===== src/rtl/ocf_pkg.sv =====
package ocf_pkg;
	// clock and delay-unit timing
	localparam int CLK_PERIOD_NS   = 4;
	localparam int DLY_UNIT_NS_DEF = 1000;
	// quarter of a 100 kHz serial bit time
	localparam int SMB_QTR_NS  = 2500;
	localparam int SMB_QTR_CYC = SMB_QTR_NS / CLK_PERIOD_NS;
	localparam logic [9:0] SMB_QTR_LD = 10'(SMB_QTR_CYC - 1);

	// response field codes
	localparam logic [1:0] RSP_CC    = 2'h0;
	localparam logic [1:0] RSP_UV    = 2'h1;
	localparam logic [1:0] RSP_TIMED = 2'h2;
	localparam logic [1:0] RSP_SHUT  = 2'h3;
	// retry field codes
	localparam logic [2:0] RTY_NONE    = 3'h0;
	localparam logic [2:0] RTY_FOREVER = 3'h7;
	// response setting reset value: shut down, no retry
	localparam logic [7:0] RESP_RST = 8'hc0;
	// fixed host address of the direct notice
	localparam logic [6:0] HOST_ADDR = 7'h08;
	// notification method selection
	localparam logic [1:0] NTF_NONE   = 2'h0;
	localparam logic [1:0] NTF_ALERT  = 2'h1;
	localparam logic [1:0] NTF_DIRECT = 2'h2;

	// response setting byte layout
	typedef struct packed {
		logic [1:0] rsp;
		logic [2:0] rty;
		logic [2:0] dly;
	} ocf_resp_t;

	// contents of one direct notice
	typedef struct packed {
		logic [6:0]  addr;
		logic        xbit;
		logic [15:0] status;
	} ocf_pkt_t;

	typedef enum logic [6:0] {
		ST_RUN   = 7'h01,
		ST_LIMIT = 7'h02,
		ST_SHUT  = 7'h04,
		ST_WAIT  = 7'h08,
		ST_RETRY = 7'h10,
		ST_LATCH = 7'h20,
		ST_OFF   = 7'h40
	} ocf_state_t;

	typedef enum logic [3:0] {
		N_IDLE  = 4'h1,
		N_START = 4'h2,
		N_BIT   = 4'h4,
		N_STOP  = 4'h8
	} ocf_nst_t;
endpackage


===== src/rtl/ocf_notify.sv =====
`timescale 1ns/1ps
module ocf_notify
	import ocf_pkg::*;
(
	input  wire logic     core_clk_i,
	input  wire logic     rst_i,
	input  wire logic     start_i,
	input  wire ocf_pkt_t pkt_i,
	input  wire logic     scl_i,
	input  wire logic     sda_i,
	output logic          scl_oe_o,
	output logic          sda_oe_o,
	output logic          busy_o,
	output logic          nack_o
);
	ocf_nst_t    st_ff;
	logic [1:0]  q_ff;
	logic [9:0]  cnt_ff;
	logic [3:0]  bit_ff;
	logic [1:0]  byte_ff;
	logic [31:0] sh_ff;
	logic        scl_oe_ff;
	logic        sda_oe_ff;
	logic        nack_ff;
	logic [1:0]  scl_sync_ff;
	logic [1:0]  sda_sync_ff;
	logic        stall;
	logic        tick;

	// two-stage synchronisers for the bus lines
	always_ff @(posedge core_clk_i) begin
		if (rst_i) begin
			scl_sync_ff <= 2'h3;
			sda_sync_ff <= 2'h3;
		end else begin
			scl_sync_ff <= {scl_sync_ff[0], scl_i};
			sda_sync_ff <= {sda_sync_ff[0], sda_i};
		end
	end

	// a released clock held low by the host stretches the quarter
	assign stall = !scl_oe_ff && !scl_sync_ff[1];
	assign tick  = (cnt_ff == 10'h000) && !stall;

	// quarter-bit timer
	always_ff @(posedge core_clk_i) begin
		if (rst_i || st_ff == N_IDLE)
			cnt_ff <= SMB_QTR_LD;
		else if (tick)
			cnt_ff <= SMB_QTR_LD;
		else if (!stall)
			cnt_ff <= cnt_ff - 10'h001;
	end

	// start, four bytes with host acknowledge each, stop
	always_ff @(posedge core_clk_i) begin
		if (rst_i) begin
			st_ff     <= N_IDLE;
			q_ff      <= 2'h0;
			bit_ff    <= 4'h0;
			byte_ff   <= 2'h0;
			sh_ff     <= 32'h0;
			scl_oe_ff <= 1'b0;
			sda_oe_ff <= 1'b0;
			nack_ff   <= 1'b0;
		end else begin
			unique case (st_ff)
			N_IDLE: if (start_i) begin
				// host address and write, then own address, low, high
				sh_ff     <= {HOST_ADDR, 1'b0, pkt_i.addr, pkt_i.xbit,
					pkt_i.status[7:0], pkt_i.status[15:8]};
				sda_oe_ff <= 1'b1; // start: data falls while clock high
				nack_ff   <= 1'b0;
				byte_ff   <= 2'h0;
				bit_ff    <= 4'h0;
				q_ff      <= 2'h0;
				st_ff     <= N_START;
			end
			N_START: if (tick) begin
				scl_oe_ff <= 1'b1;
				sda_oe_ff <= !sh_ff[31];
				st_ff     <= N_BIT;
			end
			N_BIT: if (tick) begin
				q_ff <= q_ff + 2'h1;
				unique case (q_ff)
				2'h0: scl_oe_ff <= 1'b0;
				2'h1: ;
				2'h2: begin
					scl_oe_ff <= 1'b1;
					if (bit_ff == 4'h8 && sda_sync_ff[1])
						nack_ff <= 1'b1; // host must pull data low
				end
				2'h3: if (bit_ff == 4'h8) begin
					if (nack_ff || byte_ff == 2'h3) begin
						sda_oe_ff <= 1'b1;
						st_ff     <= N_STOP;
					end else begin
						byte_ff   <= byte_ff + 2'h1;
						bit_ff    <= 4'h0;
						sda_oe_ff <= !sh_ff[31];
					end
				end else begin
					bit_ff    <= bit_ff + 4'h1;
					sh_ff     <= sh_ff << 1;
					sda_oe_ff <= (bit_ff == 4'h7) ? 1'b0 : !sh_ff[30];
				end
				endcase
			end
			N_STOP: if (tick) begin
				q_ff <= q_ff + 2'h1;
				if (q_ff == 2'h0)
					scl_oe_ff <= 1'b0;
				else begin
					sda_oe_ff <= 1'b0; // stop: data rises while clock high
					st_ff     <= N_IDLE;
				end
			end
			endcase
		end
	end

	assign scl_oe_o = scl_oe_ff;
	assign sda_oe_o = sda_oe_ff;
	assign busy_o   = (st_ff != N_IDLE);
	assign nack_o   = nack_ff;
endmodule // ocf_notify


===== src/rtl/ocf_fault_resp.sv =====
`timescale 1ns/1ps
module ocf_fault_resp
	import ocf_pkg::*;
#(
	parameter int         DLY_UNIT_NS = DLY_UNIT_NS_DEF,
	parameter logic [1:0] NOTIFY_MODE = NTF_DIRECT
)(
	input  wire logic        core_clk_i,
	input  wire logic        rst_i,
	input  wire logic        resp_wr_i,
	input  wire logic [7:0]  resp_wdata_i,
	output logic      [7:0]  resp_rdata_o,
	input  wire logic        oc_det_i,
	input  wire logic        uv_det_i,
	input  wire logic        out_ok_i,
	input  wire logic        on_cmd_i,
	input  wire logic        other_fault_i,
	input  wire logic        fault_clr_i,
	input  wire logic [6:0]  dev_addr_i,
	input  wire logic        dev_xbit_i,
	input  wire logic [15:0] status_word_i,
	output logic             out_en_o,
	output logic             cur_limit_o,
	output logic             oc_fault_o,
	output logic      [2:0]  retry_cnt_o,
	output logic             alert_oe_o,
	input  wire logic        scl_i,
	output logic             scl_o,
	output logic             scl_oe_o,
	input  wire logic        sda_i,
	output logic             sda_o,
	output logic             sda_oe_o,
	output logic             ntf_busy_o,
	output logic             ntf_nack_o
);
	// cycles per delay unit, least time so rounded up
	localparam int UNIT_CYC = (DLY_UNIT_NS + CLK_PERIOD_NS - 1) / CLK_PERIOD_NS;
	localparam logic [31:0] UNIT_CYC_W = 32'(UNIT_CYC);

	ocf_resp_t   cfg_ff;
	ocf_state_t  st_ff;
	ocf_state_t  nxt_st;
	logic [4:0]  pin_sync0_ff;
	logic [4:0]  pin_sync1_ff;
	logic [31:0] tmr_ff;
	logic [2:0]  att_ff;
	logic        oc_fault_ff;
	logic        alert_ff;
	logic        tmr_load;
	logic        att_inc;
	logic        att_clr;
	logic        tmr_done;
	logic        fault_new;
	logic        oc_s;
	logic        uv_s;
	logic        ok_s;
	logic        on_s;
	logic        oth_s;
	logic        nb_scl_oe;
	logic        nb_sda_oe;
	logic        nb_busy;
	logic        nb_nack;

	// delay field in clock cycles
	function automatic logic [31:0] dly_cyc(input logic [2:0] d);
		dly_cyc = 32'(d) * UNIT_CYC_W;
	endfunction

	// analog comparators and control pin cross in through two flops
	always_ff @(posedge core_clk_i) begin
		if (rst_i) begin
			pin_sync0_ff <= 5'h00;
			pin_sync1_ff <= 5'h00;
		end else begin
			pin_sync0_ff <= {oc_det_i, uv_det_i, out_ok_i, on_cmd_i,
				other_fault_i};
			pin_sync1_ff <= pin_sync0_ff;
		end
	end
	assign {oc_s, uv_s, ok_s, on_s, oth_s} = pin_sync1_ff;

	// response setting register
	always_ff @(posedge core_clk_i) begin
		if (rst_i)
			cfg_ff <= RESP_RST;
		else if (resp_wr_i)
			cfg_ff <= resp_wdata_i;
	end

	// sticky fault bit: a new fault wins over a clear in the same cycle
	assign fault_new = oc_s && !oc_fault_ff;
	always_ff @(posedge core_clk_i) begin
		if (rst_i)
			oc_fault_ff <= 1'b0;
		else if (oc_s)
			oc_fault_ff <= 1'b1;
		else if (fault_clr_i)
			oc_fault_ff <= 1'b0;
	end

	// delay timer, loaded at each run-time or retry interval start
	assign tmr_done = (tmr_ff == 32'h0);
	always_ff @(posedge core_clk_i) begin
		if (rst_i || att_clr)
			tmr_ff <= 32'h0;
		else if (tmr_load)
			tmr_ff <= dly_cyc(cfg_ff.dly);
		else if (!tmr_done)
			tmr_ff <= tmr_ff - 32'h1;
	end

	// restart attempt counter, saturates for unlimited retry
	always_ff @(posedge core_clk_i) begin
		if (rst_i || att_clr)
			att_ff <= 3'h0;
		else if (att_inc && att_ff != 3'h7)
			att_ff <= att_ff + 3'h1;
	end

	// fault reaction sequencer
	always_comb begin
		nxt_st   = st_ff;
		tmr_load = 1'b0;
		att_inc  = 1'b0;
		att_clr  = 1'b0;
		unique case (st_ff)
		ST_OFF: if (on_s) begin
			nxt_st  = ST_RUN;
			att_clr = 1'b1;
		end
		ST_RUN: if (oc_s) begin
			tmr_load = 1'b1;
			nxt_st   = (cfg_ff.rsp == RSP_SHUT) ? ST_SHUT : ST_LIMIT;
		end
		ST_LIMIT: begin
			if (!oc_s)
				nxt_st = ST_RUN;
			else if ((cfg_ff.rsp == RSP_UV && uv_s) ||
				(cfg_ff.rsp == RSP_TIMED && tmr_done) ||
				cfg_ff.rsp == RSP_SHUT)
				nxt_st = ST_SHUT;
		end
		ST_SHUT: if (cfg_ff.rty == RTY_NONE)
			nxt_st = ST_LATCH;
		else begin
			nxt_st   = ST_WAIT;
			tmr_load = 1'b1;
		end
		ST_WAIT, ST_RETRY: begin
			if (st_ff == ST_RETRY && ok_s && !oc_s) begin
				nxt_st  = ST_RUN; // restart succeeded
				att_clr = 1'b1;
			end else if (tmr_done) begin
				if (cfg_ff.rty == RTY_FOREVER || att_ff < cfg_ff.rty) begin
					nxt_st   = ST_RETRY;
					tmr_load = 1'b1;
					att_inc  = 1'b1;
				end else
					nxt_st = ST_LATCH;
			end else if (st_ff == ST_RETRY && oc_s)
				nxt_st = ST_WAIT; // attempt failed, off until next start
		end
		ST_LATCH: ;
		endcase
		if (oth_s && st_ff != ST_OFF)
			nxt_st = ST_LATCH;
		if (!on_s)
			nxt_st = ST_OFF;
	end

	// state register, output off after reset
	always_ff @(posedge core_clk_i) begin
		if (rst_i)
			st_ff <= ST_OFF;
		else
			st_ff <= nxt_st;
	end

	// alert line held until the next fault clear request
	always_ff @(posedge core_clk_i) begin
		if (rst_i)
			alert_ff <= 1'b0;
		else if (NOTIFY_MODE != NTF_ALERT)
			alert_ff <= 1'b0;
		else if (fault_new)
			alert_ff <= 1'b1;
		else if (fault_clr_i)
			alert_ff <= 1'b0;
	end

	// direct notice master, started on each new fault that finds it idle
	ocf_notify u_notify (
		.core_clk_i (core_clk_i),
		.rst_i      (rst_i),
		.start_i    (fault_new && NOTIFY_MODE == NTF_DIRECT),
		.pkt_i      ({dev_addr_i, dev_xbit_i, status_word_i}),
		.scl_i      (scl_i),
		.sda_i      (sda_i),
		.scl_oe_o   (nb_scl_oe),
		.sda_oe_o   (nb_sda_oe),
		.busy_o     (nb_busy),
		.nack_o     (nb_nack)
	);

	// output enable and limit flag follow the one-hot state bits
	assign out_en_o     = st_ff == ST_RUN || st_ff == ST_LIMIT ||
		st_ff == ST_RETRY;
	assign cur_limit_o  = (st_ff == ST_LIMIT);
	assign oc_fault_o   = oc_fault_ff;
	assign retry_cnt_o  = att_ff;
	assign resp_rdata_o = cfg_ff;
	assign alert_oe_o   = alert_ff;
	assign scl_o        = 1'b0;
	assign sda_o        = 1'b0;
	assign scl_oe_o     = nb_scl_oe;
	assign sda_oe_o     = nb_sda_oe;
	assign ntf_busy_o   = nb_busy;
	assign ntf_nack_o   = nb_nack;
endmodule // ocf_fault_resp


===== config.mk =====
export PLATFORM = sky130hd
export DESIGN_NAME = ocf_fault_resp
export DESIGN_NICKNAME = d
export VERILOG_FILES = /design/src/rtl/ocf_pkg.sv /design/src/rtl/ocf_notify.sv /design/src/rtl/ocf_fault_resp.sv
export SDC_FILE = /design/constraint.sdc
export NUM_CORES = 1
export LEC_CHECK = 0
export BUFFER_PORTS_ARGS = -buffer_cell sky130_fd_sc_hd__buf_2
export CAP_MARGIN = 5
export CORE_MARGIN = 2
export CORE_UTILIZATION = 43
export DETAILED_ROUTE_END_ITERATION = 10
export PLACE_DENSITY = 0.65
export SYNTH_ARGS = -nofsm -noshare
export SYNTH_HDL_FRONTEND = slang
export SYNTH_SLANG_ARGS = --single-unit

===== constraint.sdc =====
create_clock -name core_clk_i -period 3.05 [get_ports core_clk_i]
set_input_delay 0.1525 -clock core_clk_i [delete_from_list [all_inputs] [get_ports core_clk_i]]
set_output_delay 0.1525 -clock core_clk_i [all_outputs]
set_load 0.1 [all_outputs]

==> out/qor.txt <==
commonest non-fill, non-tap cells in the layout: dfxtp_1, nor2_1, nand2_1
synth unique cells: 67
CTS Buf Count: 17
Final Hold Fails: 0
worst slew pin tran: 0.9163 ns
DPL Wire Length: 9560 um
dpl cell area: 0.006566 sq mm
row count: 43
TritonCTS clock tree: built
Clk Latency, worst-skew pair: 0.41 ns
EDFF count, synth: 0
Slew Viols, Final: 0
fin crit period: 2.904 ns
cell area after layout: 0.007506 sq mm
Syn-to-layout area delta: 24.51%
number of global-route vias before repair: 5292
commonest non-fill, non-tap cell in the layout: dfxtp_1
Syn Area/Cell: 8.373 sq um
top cell family by delay on the critical path: simple AND/OR/NAND/NOR gates
antenna-violating nets left: 0
max cap viols: 0
Sum Neg Setup Slack: 0 ns
Remaining DRCs: 0
total grt overflow: 0
Total Nets Final: 888
via/cell ratio: 5.308
Worst Hold Class: primary input to register
aggregate global-route resource usage: 19.89%
R2R depth: 8
Yosys warnings: 0
first-pass GRT wire length: 23920 um
VDD IR max: 403.6 uV
f_max: 344.4 MHz
number of DRC markers in iteration 0: 300
GPL Wtd Cong: 0.9147
leakage: 3.087 nW
Reg clk slew, reported paths: 0.05 ns
Slew Limit Headroom: 38.05%
Die ar.: 0.01498 sq mm
Post-CTS Setup Bufs: 0
multi-input logic area: 0.003374 sq mm
Pwr Density: 851.2 mW/mm^2
Seq/Total Area, Yosys: 40.51%
drt total wl: 13940 um
CTS Sinks: 122
RSZ-0062 raised after global routing: false
FILL cells: 1241
number of buffers on the longest clock path: 2
Synth Cell Area: 0.006028 sq mm
floorplan core area: 0.01377 sq mm
reg2reg start: tmr_ff[0]
Seq cells post-synth: 122
setup violators final: 0
hold depth: 3
Antenna Cells: 0
Synth Instances: 720
predominant post-synthesis flop cell: dfxtp_1
hold_sp: status_word_i[14]
layout cells sized above 1: 15.26%
wire per inst: 13.77 um
antenna violations before repair: 0
Critical Path AT: 3.24 ns
CP bufs+invs: 1
worst setup path startpoint: tmr_ff[0]
# IOs: 64
via count: 5372
largest net degree at the start of global routing: 68
Crit-path slowest cell: or4_4
Setup CP Type: register to register
CTS root buffer: clkbuf_16
CP Capture Type: register
crit path cell chain: inv_1, ha_2, or4b_1, or3_4, or4_4, a211o_4, or4_1, o21ai_0
ys async rst share: 0%
CP startpoint kind: register
CP Depth: 8
1st-pass router iterations: 5
Starting Density: 43.77%
die height: 122.4 um
number of port buffers: 60
Crit Path Max Fanout: 6
Fin Clk Skew: 0.006324 ns
period utilisation layout: 95.21%
Worst path max stage delay: 0.55 ns
sequential cell area: 0.002444 sq mm
status: complete, no violations
H-Tree Depth: 4
Chip Width: 122.4 um
Data required, critical path: 3.39 ns
[final timing paths]
path / endpoint / slack, ns
min: u_notify.sh_ff[6] / 0.02
min reg2reg: u_notify.scl_sync_ff[1] / 0.41
max reg2reg: retry_cnt_o[0] / 0.15
max: retry_cnt_o[0] / 0.15
[sequential cells by signal, summed over array words and instances, names as in the netlist, 3 cells and up]
| register | flops |
|---|---|
| retry_cnt_o | 3 |
| u_notify.bit_ff | 4 |
| u_notify.st_ff | 4 |
| u_notify.sh_ff | 32 |
| u_notify.cnt_ff | 10 |
| pin_sync1_ff | 5 |
| st_ff | 7 |
| tmr_ff | 32 |
| pin_sync0_ff | 5 |
| resp_rdata_o | 8 |
[power breakdown]
part | internal, W | switching (W) | total (W)
registers | 0.00186 | 0.000249 | 0.00211
logic | 0.00102 | 0.00140 | 0.00242
clock network | 0.00118 | 0.000683 | 0.00186
total | 0.00405 | 0.00234 | 0.00639
[what timing repair did]
action	4_1_cts	5_1_grt
setup endpoints to repair	0	6
gates resized for setup	0	3
hold buffers	37	0
hold endpoints to repair	37	0
[worst reg2reg max path, delay by kind of cell, from the launching register on]
| family | cells | cell delay (ns) |
|---|---|---|
| AOI/OAI and AO/OA | 2 | 0.41 |
| adders and majority gates | 1 | 0.21 |
| buffers and inverters | 1 | 0.10 |
| DFF | 1 | 0.31 |
| and+or+nand+nor | 4 | 1.81 |
[logic make-up after synthesis]
group | share of synthesized area [%]
fa+ha+maj | 5.895
mux | 2.864
simple gates | 25.61
flops | 40.51
compound gates | 15.01
other cells | 0.06221
xor+xnor | 5.811
buf+inv | 4.234
[synthesized netlist by cell type (3+ instances only)]
master / instances / share of area, %
buf_4: 3 / 0.37
nor3_1: 20 / 1.7
a21o_1: 10 / 1.2
a311oi_1: 23 / 3.3
fa_1: 4 / 1.3
dfxtp_1: 122 / 41
or3_1: 5 / 0.52
and3_1: 3 / 0.31
a211o_1: 4 / 0.58
inv_1: 25 / 1.6
a21oi_1: 26 / 2.2
nor2_1: 114 / 7.1
nor4b_1: 9 / 1.3
xnor2_1: 16 / 2.3
a22oi_1: 8 / 1.0
o21ai_0: 23 / 1.9
or4_1: 6 / 0.75
mux2i_1: 15 / 2.5
nand4_1: 6 / 0.62
or2_2: 7 / 0.73
nand2_1: 84 / 5.2
o31ai_1: 5 / 0.62
nand3_1: 18 / 1.5
buf_1: 3 / 0.19
a211oi_1: 5 / 0.62
nand2b_1: 7 / 0.73
nor4_1: 11 / 1.1
xor2_1: 24 / 3.5
ha_1: 22 / 4.6
nor2b_1: 18 / 1.9
clkbuf_1: 27 / 1.7
[metrics by stage]
stage | utilization [%] | instances | setup slack [ns] | hold slack, ns | power, W
floorplan | - | 722 | 0.07113 | 0.2563 | 0.003855
global placement | 47.67 | 943 | 0.2362 | 0.3354 | 0.004409
detailed placement | 47.67 | 943 | 0.1237 | 0.3389 | 0.004481
CTS | 54.36 | 1012 | 0.1085 | 0.0005587 | 0.006414
global route | 54.50 | 1012 | 0.02782 | 0.03036 | 0.006806
finish | 54.50 | 1012 | 0.1460 | 0.02182 | 0.006389
[cell type report]
type                       count  area share, %
clock buffer                  24          6.418
clock inverter                 8         0.9168
inverter                      25          1.250
multi-input combinational    538          44.96
sequential                   122          32.56
tap                          180          3.000
timing repair buffer         115          10.90
[routing by layer]
layer / share of wire [%] / global-route usage (%) / up-vias
li1: - / - / 2723
met1: 44 / 23.64 / 2501
met2: 49 / 33.47 / 111
met3: 3.4 / 4.507 / 37
met4: 3.3 / 10.34 / 0
met5: 0 / 0 / -
No activity file was read; power rests on OpenSTA's default activity.
